File: config.mk
export PLATFORM = sky130hd
export DESIGN_NAME = dbp_bridge
export DESIGN_NICKNAME = d
export VERILOG_FILES = /design/src/verilog/dbp_pkg.sv /design/src/verilog/dbp_bridge.sv /design/src/verilog/dbp_sync.sv
export SDC_FILE = /design/constraint.sdc
export NUM_CORES = 1
export LEC_CHECK = 0
export ABC_AREA = 1
export BUFFER_PORTS_ARGS = -buffer_cell sky130_fd_sc_hd__buf_4
export CAP_MARGIN = 40
export CORE_UTILIZATION = 45
export CTS_BUF_LIST = sky130_fd_sc_hd__clkbuf_8
export CTS_CLUSTER_DIAMETER = 200
export CTS_CLUSTER_SIZE = 12
export DETAILED_ROUTE_END_ITERATION = 12
export GPL_TIMING_DRIVEN = 1
export PLACE_DENSITY = 0.68
export SKIP_LAST_GASP = 1
export SLEW_MARGIN = 30
export SYNTH_ARGS = -nofsm -noshare
export SYNTH_HDL_FRONTEND = slang
export SYNTH_SLANG_ARGS = --single-unit
File: constraint.sdc
create_clock -name aclk -period 1.38 [get_ports aclk]
set_clock_uncertainty 0.1 [all_clocks]
set_input_delay 0.276 -clock aclk [delete_from_list [all_inputs] [get_ports aclk]]
set_output_delay 0.276 -clock aclk [all_outputs]
set_load 0.01 [all_outputs]
File: src/verilog/dbp_pkg.sv
// constants, types and reset values shared by the diagnostic bridge pin logic
package dbp_pkg;

    ////////////////////////////////////////////////////////////////////////////////
    // timing
    localparam int           CLK_PERIOD_NS = 50;
    localparam int           CLEAR_MIN_NS  = 2000;
    localparam int           CLEAR_CYCLES  = (CLEAR_MIN_NS + CLK_PERIOD_NS - 1) / CLK_PERIOD_NS;
    localparam logic [7:0]   CLEAR_CNT_MAX = 8'(CLEAR_CYCLES);
    localparam int           SYNC_STAGES   = 2;
    localparam logic [1:0]   STRAP_WAIT    = 2'(SYNC_STAGES);

    ////////////////////////////////////////////////////////////////////////////////
    // register offsets (byte addresses)
    localparam logic [4:0]   ADDR_CTRL       = 5'h00;
    localparam logic [4:0]   ADDR_PARAM      = 5'h04;
    localparam logic [4:0]   ADDR_BAUD_PARAM = 5'h08;
    localparam logic [4:0]   ADDR_STATUS     = 5'h0C;
    localparam logic [4:0]   ADDR_BAUD_RATE  = 5'h10;

    // control register bits, the four command bits write one to fire
    localparam int           CTRL_MEM_ON  = 0;
    localparam int           CTRL_MEM_OFF = 1;
    localparam int           CTRL_LF_ON   = 2;
    localparam int           CTRL_LF_OFF  = 3;
    localparam int           CTRL_PROTO   = 8;
    localparam int           CTRL_BUS_PLS = 12;
    localparam int           CTRL_STANDBY = 16;

    // serial rates in bits per second
    localparam logic [31:0]  BAUD_LOW  = 32'h00002580;
    localparam logic [31:0]  BAUD_HIGH = 32'h00009600;

    localparam logic [1:0]   RESP_OKAY   = 2'h0;
    localparam logic [1:0]   RESP_SLVERR = 2'h2;

    ////////////////////////////////////////////////////////////////////////////////
    // pin vector layout and idle levels
    localparam int           PIN_CLEAR = 0;
    localparam int           PIN_MEM   = 1;
    localparam int           PIN_BAUD  = 2;
    localparam int           PIN_LF    = 3;
    localparam int           PIN_VPW   = 4;
    localparam int           PIN_KLINE = 5;
    localparam int           PIN_PWM   = 6;
    localparam int           PIN_COUNT = 7;
    localparam logic [6:0]   PIN_IDLE  = 7'h61;

    ////////////////////////////////////////////////////////////////////////////////
    // types
    typedef enum logic [1:0] {
        PROTO_NONE  = 2'h0,
        PROTO_VPW   = 2'h1,
        PROTO_PWM   = 2'h2,
        PROTO_KLINE = 2'h3
    } dbp_proto_t;

    typedef enum logic [2:0] {
        PH_WAIT = 3'h1,
        PH_LOAD = 3'h2,
        PH_RUN  = 3'h4
    } dbp_phase_t;

    typedef struct packed {
        logic [PIN_COUNT-1:0] meta;
        logic [PIN_COUNT-1:0] sync;
    } dbp_sync_t;

    typedef struct packed {
        logic        mem_en;
        logic        crlf;
        logic        standby;
        logic        bus_plus_req;
        dbp_proto_t  proto;
        logic        supply_pol;
        logic [31:0] baud_param;
        logic [31:0] baud_rate;
        logic [2:0]  straps;
    } dbp_cfg_t;

    typedef struct packed {
        dbp_phase_t  phase;
        logic [1:0]  wait_cnt;
        logic [7:0]  clear_cnt;
        dbp_cfg_t    cfg;
        logic        aw_have;
        logic [4:0]  awaddr_q;
        logic        w_have;
        logic [31:0] wdata_q;
        logic [3:0]  wstrb_q;
        logic        awready;
        logic        wready;
        logic        bvalid;
        logic [1:0]  bresp;
        logic        arready;
        logic        rvalid;
        logic [1:0]  rresp;
        logic [31:0] rdata;
        logic        supply_sel;
        logic        bus_plus;
        logic        bus_minus;
        logic        osc_en;
    } dbp_state_t;

    localparam dbp_state_t ST_RESET = '{phase: PH_WAIT, wait_cnt: STRAP_WAIT, awready: 1'b1, wready: 1'b1,
                                        arready: 1'b1, osc_en: 1'b1, cfg: '0, default: '0};

    // byte-lane merge for register writes
    function automatic logic [31:0] dbp_merge(input logic [31:0] old_v, input logic [31:0] new_v,
                                              input logic [3:0] strb);
        logic [31:0] r;
        r = old_v;
        for (int i = 0; i < 4; i++)
        begin
            if (strb[i])
                r[i*8 +: 8] = new_v[i*8 +: 8];
        end
        return r;
    endfunction : dbp_merge

endpackage : dbp_pkg

File: src/verilog/dbp_bridge.sv
// diagnostic bus bridge pin logic: clear, straps, bus drives, receive polarity, oscillator
//
// Behaviour
// [RL1] clear held low over 2us resets device
// [RL2] memory strap sets default memory option
// [RL3] memory on/off commands override the strap
// [RL4] baud strap high: 38400 or programmed rate
// [RL5] baud strap low: 9600 bits per second
// [RL6] line strap high: end lines CR LF
// [RL7] line strap low: end lines CR only
// [RL8] linefeed on/off commands override the strap
// [RL9] supply select high for VPW, invertible
// [RL10] bus plus drive high asserts positive line
// [RL11] bus minus drive only for pulse-width protocol
// [RL12] VPW receive input is active high
// [RL13] K-line receive input is active low
// [RL14] pulse-width receive input is active low
// [RL15] oscillator stops in standby, restarts after
// [RL16] synchronise pins, latch straps after reset
//
// Decided for this implementation: the AXI4-Lite interface to the registers and the register offsets.
`timescale 1ns/100ps
module dbp_bridge
    import dbp_pkg::*;
(
    input  wire logic        aclk,
    input  wire logic        aresetn,
    // axi4-lite slave
    input  wire logic [4:0]  awaddr,
    input  wire logic        awvalid,
    output logic             awready,
    input  wire logic [31:0] wdata,
    input  wire logic [3:0]  wstrb,
    input  wire logic        wvalid,
    output logic             wready,
    output logic [1:0]       bresp,
    output logic             bvalid,
    input  wire logic        bready,
    input  wire logic [4:0]  araddr,
    input  wire logic        arvalid,
    output logic             arready,
    output logic [31:0]      rdata,
    output logic [1:0]       rresp,
    output logic             rvalid,
    input  wire logic        rready,
    // pins
    input  wire logic        master_clear_in_n,
    input  wire logic        memory_strap_in,
    input  wire logic        baud_strap_in,
    input  wire logic        line_ending_strap_in,
    input  wire logic        variable_pulse_rx_in,
    input  wire logic        kline_rx_in_n,
    input  wire logic        pulse_width_rx_in_n,
    output logic             bus_supply_select_out,
    output logic             bus_plus_drive_out,
    output logic             bus_minus_drive_out,
    output logic             osc_enable_out
);

    dbp_state_t             st_reg;
    dbp_state_t             st_next;
    logic [PIN_COUNT-1:0]   pins_raw;
    logic [PIN_COUNT-1:0]   pins_s;
    logic                   clear_hold;
    logic                   wr_fire;
    logic [3:0]             cmd;
    logic                   vpw_active;
    logic                   kline_active;
    logic                   pwm_active;
    logic [31:0]            status_word;
    logic [31:0]            ctrl_word;
    logic [4:0]             rd_addr;

    ////////////////////////////////////////////////////////////////////////////////
    // pin synchroniser
    assign pins_raw = {pulse_width_rx_in_n, kline_rx_in_n, variable_pulse_rx_in,
                       line_ending_strap_in, baud_strap_in, memory_strap_in, master_clear_in_n};

    dbp_sync u_sync (
        .aclk      (aclk),
        .aresetn   (aresetn),
        .pins      (pins_raw),  // RL16
        .pins_sync (pins_s)
    );

    // receive polarity: active levels seen on the bus
    assign vpw_active   = pins_s[PIN_VPW];    // RL12
    assign kline_active = !pins_s[PIN_KLINE]; // RL13
    assign pwm_active   = !pins_s[PIN_PWM];   // RL14

    // clear held past the minimum low time keeps the core in reset
    assign clear_hold = !pins_s[PIN_CLEAR] && (st_reg.clear_cnt == CLEAR_CNT_MAX); // RL1

    // readback words
    assign ctrl_word   = {15'h0000, st_reg.cfg.standby, 3'h0, st_reg.cfg.bus_plus_req, 2'h0,
                          st_reg.cfg.proto, 8'h00};
    assign status_word = {15'h0000, (st_reg.phase == PH_RUN), 5'h00, st_reg.cfg.straps, 2'h0,
                          pwm_active, kline_active, vpw_active, st_reg.cfg.standby,
                          st_reg.cfg.crlf, st_reg.cfg.mem_en};
    assign rd_addr     = {araddr[4:2], 2'b00};
    assign wr_fire     = st_reg.aw_have && st_reg.w_have && !st_reg.bvalid;

    ////////////////////////////////////////////////////////////////////////////////
    // next-state logic
    always_comb
    begin
        st_next = st_reg;
        cmd     = 4'h0;

        // clear low-time counter, saturating
        if (pins_s[PIN_CLEAR])
            st_next.clear_cnt = 8'h00;
        else if (st_reg.clear_cnt != CLEAR_CNT_MAX)
            st_next.clear_cnt = st_reg.clear_cnt + 8'h01; // RL1

        // write address and data, in either order
        if (awvalid && st_reg.awready)
        begin
            st_next.aw_have  = 1'b1;
            st_next.awaddr_q = {awaddr[4:2], 2'b00};
        end
        if (wvalid && st_reg.wready)
        begin
            st_next.w_have  = 1'b1;
            st_next.wdata_q = wdata;
            st_next.wstrb_q = wstrb;
        end
        if (st_reg.bvalid && bready)
            st_next.bvalid = 1'b0;

        // register write
        if (wr_fire)
        begin
            st_next.aw_have = 1'b0;
            st_next.w_have  = 1'b0;
            st_next.bvalid  = 1'b1;
            st_next.bresp   = RESP_OKAY;
            case (st_reg.awaddr_q)
                ADDR_CTRL:
                begin
                    if (st_reg.wstrb_q[0])
                        cmd = st_reg.wdata_q[CTRL_LF_OFF:CTRL_MEM_ON];
                    if (st_reg.wstrb_q[1])
                    begin
                        st_next.cfg.proto        = dbp_proto_t'(st_reg.wdata_q[CTRL_PROTO +: 2]);
                        st_next.cfg.bus_plus_req = st_reg.wdata_q[CTRL_BUS_PLS];
                    end
                    if (st_reg.wstrb_q[2])
                        st_next.cfg.standby = st_reg.wdata_q[CTRL_STANDBY];
                end
                ADDR_PARAM:
                begin
                    if (st_reg.wstrb_q[0])
                        st_next.cfg.supply_pol = st_reg.wdata_q[0];
                end
                ADDR_BAUD_PARAM:
                    st_next.cfg.baud_param = dbp_merge(st_reg.cfg.baud_param, st_reg.wdata_q, st_reg.wstrb_q);
                ADDR_STATUS,
                ADDR_BAUD_RATE:
                    st_next.bresp = RESP_OKAY;
                default:
                    st_next.bresp = RESP_SLVERR;
            endcase
        end
        st_next.awready = !st_next.aw_have;
        st_next.wready  = !st_next.w_have;

        // register read
        if (arvalid && st_reg.arready)
        begin
            st_next.rvalid = 1'b1;
            st_next.rresp  = RESP_OKAY;
            case (rd_addr)
                ADDR_CTRL:       st_next.rdata = ctrl_word;
                ADDR_PARAM:      st_next.rdata = {31'h00000000, st_reg.cfg.supply_pol};
                ADDR_BAUD_PARAM: st_next.rdata = st_reg.cfg.baud_param;
                ADDR_STATUS:     st_next.rdata = status_word;
                ADDR_BAUD_RATE:  st_next.rdata = st_reg.cfg.baud_rate;
                default:
                begin
                    st_next.rdata = 32'h00000000;
                    st_next.rresp = RESP_SLVERR;
                end
            endcase
        end
        else if (st_reg.rvalid && rready)
            st_next.rvalid = 1'b0;
        st_next.arready = !st_next.rvalid;

        // strap loading sequence
        case (st_reg.phase)
            PH_WAIT:
            begin
                // let the synchroniser fill with real pin levels
                if (st_reg.wait_cnt == 2'h0)
                    st_next.phase = PH_LOAD;
                else
                    st_next.wait_cnt = st_reg.wait_cnt - 2'h1;
            end
            PH_LOAD:
            begin
                st_next.cfg.straps = {pins_s[PIN_LF], pins_s[PIN_BAUD], pins_s[PIN_MEM]}; // RL16
                st_next.cfg.mem_en = pins_s[PIN_MEM];                                    // RL2
                st_next.cfg.crlf   = pins_s[PIN_LF];                                     // RL6 RL7
                if (!pins_s[PIN_BAUD])
                    st_next.cfg.baud_rate = BAUD_LOW;                                    // RL5
                else if (st_reg.cfg.baud_param != 32'h00000000)
                    st_next.cfg.baud_rate = st_reg.cfg.baud_param;                       // RL4
                else
                    st_next.cfg.baud_rate = BAUD_HIGH;                                   // RL4
                st_next.phase = PH_RUN;
            end
            PH_RUN:
            begin
                // commands override strap defaults, on wins a same-write clash
                if (cmd[CTRL_MEM_ON])
                    st_next.cfg.mem_en = 1'b1;  // RL3
                else if (cmd[CTRL_MEM_OFF])
                    st_next.cfg.mem_en = 1'b0;  // RL3
                if (cmd[CTRL_LF_ON])
                    st_next.cfg.crlf = 1'b1;    // RL8
                else if (cmd[CTRL_LF_OFF])
                    st_next.cfg.crlf = 1'b0;    // RL8
            end
            default:
            begin
                st_next.phase    = PH_WAIT;
                st_next.wait_cnt = STRAP_WAIT;
            end
        endcase

        // master clear: core back to defaults, programmed parameters survive
        if (clear_hold)
        begin
            st_next.phase            = PH_WAIT;                // RL1
            st_next.wait_cnt         = STRAP_WAIT;
            st_next.cfg.mem_en       = 1'b0;
            st_next.cfg.crlf         = 1'b0;
            st_next.cfg.standby      = 1'b0;
            st_next.cfg.bus_plus_req = 1'b0;
            st_next.cfg.proto        = PROTO_NONE;
            st_next.cfg.baud_rate    = 32'h00000000;
            st_next.cfg.straps       = 3'h0;
        end

        // pin outputs, registered from the new configuration
        st_next.supply_sel = (st_next.cfg.proto == PROTO_VPW) ^ st_next.cfg.supply_pol;           // RL9
        st_next.bus_plus   = st_next.cfg.bus_plus_req && !st_next.cfg.standby;                    // RL10
        st_next.bus_minus  = st_next.cfg.bus_plus_req && !st_next.cfg.standby &&
                             (st_next.cfg.proto == PROTO_PWM);                                    // RL11
        st_next.osc_en     = !st_next.cfg.standby;                                                // RL15
    end

    // state register
    always_ff @(posedge aclk)
    begin
        if (!aresetn)
            st_reg <= ST_RESET;
        else
            st_reg <= st_next;
    end

    ////////////////////////////////////////////////////////////////////////////////
    // outputs straight from the state register
    assign awready               = st_reg.awready;
    assign wready                = st_reg.wready;
    assign bvalid                = st_reg.bvalid;
    assign bresp                 = st_reg.bresp;
    assign arready               = st_reg.arready;
    assign rvalid                = st_reg.rvalid;
    assign rresp                 = st_reg.rresp;
    assign rdata                 = st_reg.rdata;
    assign bus_supply_select_out = st_reg.supply_sel;
    assign bus_plus_drive_out    = st_reg.bus_plus;
    assign bus_minus_drive_out   = st_reg.bus_minus;
    assign osc_enable_out        = st_reg.osc_en;

    logic mem_on_wr;
    logic lf_off_wr;
    assign mem_on_wr = wr_fire && (st_reg.awaddr_q == ADDR_CTRL) && st_reg.wstrb_q[0] &&
                       st_reg.wdata_q[CTRL_MEM_ON] && (st_reg.phase == PH_RUN) && !clear_hold;
    assign lf_off_wr = wr_fire && (st_reg.awaddr_q == ADDR_CTRL) && st_reg.wstrb_q[0] &&
                       st_reg.wdata_q[CTRL_LF_OFF] && !st_reg.wdata_q[CTRL_LF_ON] &&
                       (st_reg.phase == PH_RUN) && !clear_hold;
endmodule : dbp_bridge

File: src/verilog/dbp_sync.sv
// two-stage synchroniser for the asynchronous strap, clear and receive pins
`timescale 1ns/100ps
module dbp_sync
    import dbp_pkg::*;
(
    input  wire logic                 aclk,
    input  wire logic                 aresetn,
    input  wire logic [PIN_COUNT-1:0] pins,
    output logic      [PIN_COUNT-1:0] pins_sync
);

    dbp_sync_t st_reg;
    dbp_sync_t st_next;

    ////////////////////////////////////////////////////////////////////////////////
    // first stage is read only by the second stage
    always_comb
    begin
        st_next      = st_reg;
        st_next.meta = pins;
        st_next.sync = st_reg.meta;
    end

    // idle levels during reset so nothing looks active
    always_ff @(posedge aclk)
    begin
        if (!aresetn)
            st_reg <= '{meta: PIN_IDLE, sync: PIN_IDLE};
        else
            st_reg <= st_next;
    end

    assign pins_sync = st_reg.sync;

endmodule : dbp_sync
==> impl_metrics.yaml <==
power_and_ir_drop:
  p_sw_frac: 0.2662
  p_per_area_mw_per_mm2: 1020
  net-switching-power_mw: 2.775
  p_int_mw: 7.647
  fin_total_pwr_mw: 10.42
  combPwrFrac: 0.119
  seqPwrFrac: 0.544
  ir_worst_vdd_mv: 0.6412
  p_leak_nw: 4.072
  p_clk_frac: 0.337
worst_setup_path:
  worstPathRequired_ps: 1710
  crit_slowest_cell: "dfxtp_2"
  end_kind: "flip-flop"
  ff2ff_path_depth: 11
  r2r-end: "bus_supply_select_out"
  cp_common_cell: "nand2_1"
  criticalPathCategory: "flip-flop to flip-flop"
  rrSetupSlack_ps: -180
  cp_cell_sequence: "inv_2 > ha_4 > nand2_4 > nor3_4 > nand3_4 > buf_6 > o21ai_0 > nor2_1 > nand2_1 > nand2_1 > nand2_1"
  crit_arrival_ps: 1880
  reg2reg_from: "st_reg[163]"
  crit_fanout: 5
  start_kind: "flip-flop"
  cp_slowest_stage_delay_ps: 340
route:
  drt_iter0_drc: 462
  drt_wl_total_um: 19300
  firstDrtPassIters: 5
  wl_per_cell_um: 13.98
  num_vias: 6773
  drcViolationCount: 0
  viasPerCell: 4.908
  antenna_left: 0
logic_synthesis:
  yosysWarnings: 0
  ys_seq_area_frac: 0.4913
  synthFlopType: "dfxtp_1"
  synth_edf_count: 0
  synth_area_mm2: 0.007538
  synth_area_per_cell_um2: 7.653
  synth-seq-cells: 185
  synthCells: 985
  synthArstFlopShare: 0
  ys_types: 40
layout:
  area_delta_synth_final_pct: 35.55
  final_area_mm2: 0.01022
  drive_gt1_frac: 0.3204
  final_util: 0.6341
  largest_reg_flops: 124
  antenna_cells: 0
  layout.nets: 1214
sta:
  finalMaxSlewViolations: 0
  fin_tns_setup_ps: -6655
  finalCriticalPeriod_ps: 1556
  grt_setup_unrepaired: "true"
  setup_viol: 64
  worst_slack_ps: -176.3
  hold_violations: 0
  fin_crit_sh: 1.128
  fmax_mhz: 642.5
floorplanning:
  chipHeight_um: 131.4
  die_area_mm2: 0.01727
  ios: 105
  rows: 46
  core-area_mm2: 0.01612
  start_util: 0.4678
  die_x_um: 131.4
clocking:
  htreeDepth: 4
  cts.sinks: 185
  clkTransAtPathRegs_ps: 100
  cts-root-buf: "clkbuf_8"
  clockBufferDepth: 2
  clock_latency_ps: 480
  cts_buffers: 17
  cts_tree: "done"
outcome:
  violations: "negative setup slack"
  status: "finished, violations left"
global_routing:
  first_global_vias: 6083
  grt_max_degree: 44
  grt.total_usage: 0.2145
  antenna_found_initial: 0
  grt_overflow: 0
  grt_first_pass_wirelength_um: 29690
placement:
  place.gp.congestion: 0.8092
  hpwl_um: 13120
  place_area_mm2: 0.008668
  port_buffers: 98
worst_hold_path:
  holdPathEnd: "st_reg[45]"
  min_path_cells: 3
  hold_start: "wstrb[0]"
  worst_hold_path_type: "primary input to flip-flop"
job:
  max_cap_viol_count: 0
[synth_stat cells (3+ instances only)]
cell / instances / area, µm²
o22ai_1: 5 / 31.28
inv_1: 88 / 330.3
or2_2: 6 / 37.54
ha_1: 3 / 37.54
nand3_1: 15 / 75.07
clkbuf_1: 19 / 71.32
nand4_1: 4 / 25.02
a221oi_1: 3 / 26.28
nand2_1: 196 / 735.7
nand2_2: 12 / 75.07
nor2_1: 110 / 412.9
buf_2: 21 / 105.1
o21ai_1: 20 / 100.1
nand3_2: 3 / 30.03
a21oi_1: 105 / 525.5
inv_2: 7 / 26.28
o21ai_0: 87 / 435.4
o211ai_1: 6 / 45.04
a21oi_2: 10 / 87.58
dfxtp_1: 185 / 3704
nor2_2: 6 / 37.54
buf_4: 39 / 292.8
o21ai_2: 10 / 87.58
nor3_1: 5 / 25.02
[power by group through the flow]
| stage | clock network (mW) | registers, mW | logic (mW) |
|---|---|---|---|
| floorplan | 0 | 5.73 | 0.597 |
| global placement | 0 | 5.76 | 0.972 |
| detailed placement | 0 | 5.77 | 0.993 |
| CTS | 3.57 | 5.65 | 1.13 |
| global route | 3.79 | 5.69 | 1.37 |
| finish | 3.51 | 5.67 | 1.24 |
[placed cells by master, fill, tap and decap left out, types with 4 or more instances in the layout]
cell	instances
o21ai_1	25
o211ai_1	6
nand3_4	5
or2_2	6
buf_4	158
o22ai_1	5
nand2_4	5
dlygate4sd3_1	44
nand2_2	13
buf_6	13
inv_2	14
inv_1	79
o21ai_4	4
a21oi_1	63
dfxtp_1	179
clkbuf_8	19
a21oi_2	51
nor2_2	5
nand2_1	190
nor2_1	107
nand4_1	4
nor2_4	6
dfxtp_2	6
nand3_2	4
o21ai_2	24
buf_12	7
o21ai_0	64
nand3_1	10
[metrics by stage]
stage / std cells / worst slack, ps / hold slack, ps
final: 1380 / -176.3 / 22.86
after global routing: 1380 / -273.3 / 17.40
after CTS: 1365 / -133.1 / 9.028
after detailed placement: 1287 / -203.2 / 297.4
after global placement: 1287 / -185.9 / 297.6
after floorplan: 986 / -45.24 / 273.6
[routing by layer]
layer  vias to the layer above  routed length [µm]  GRT usage
li1                       3459                   -          -
met1                      3125                9353     0.2966
met2                       164                8863     0.3377
met3                        25                 778    0.03704
met4                         0                 303    0.06977
met5                         -                   0          0
[timing repair]
action                                  CTS  global route
endpoints found under the hold margin    44             0
setup buffers                             1            10
cloned                                    1             6
hold buffers                             44             0
resized for setup                        41           122
endpoints found under the setup margin   69            90
pin swaps                                 5            11
[worst max-delay path by stage]
stage	from	end	slack (ps)
floorplan	st_reg[162]	st_reg[100]	-50
global placement	st_reg[162]	st_reg[174]	-190
detailed placement	st_reg[163]	st_reg[174]	-200
CTS	st_reg[162]	st_reg[98]	-130
global route	st_reg[162]	bus_supply_select_out	-270
finish	st_reg[163]	bus_supply_select_out	-180
[final cells by class]
| cell class | count | area, µm² |
|---|---|---|
| well taps | 216 | 270.3 |
| clock buffers | 19 | 261.5 |
| flip-flops and latches | 185 | 3711 |
| clock inverters | 13 | 120.1 |
| fillers | 1405 | 5897 |
| inverters | 95 | 366.6 |
| multi-input cells | 624 | 3453 |
| repair buffers | 228 | 2036 |
[logic make-up after synthesis]
kind of cell | after synthesis | share of synthesized area
other | 1 | 0.0004974
XOR/XNOR | 2 | 0.002324
adder cells (fa/ha/maj) | 3 | 0.004980
flip-flops | 185 | 0.4913
buffers and inverters | 178 | 0.1147
AO/OA/AOI/OAI | 249 | 0.1809
AND/OR/NAND/NOR | 367 | 0.2053
[worst max-delay path: cells and delay by family (launching register included)]
kind | cells | cell delay (ps)
simple gates | 7 | 640
flops | 1 | 340
buf+inv | 2 | 230
fa+ha+maj | 1 | 140
compound gates | 1 | 60
Power figures use the tool's default switching activity.
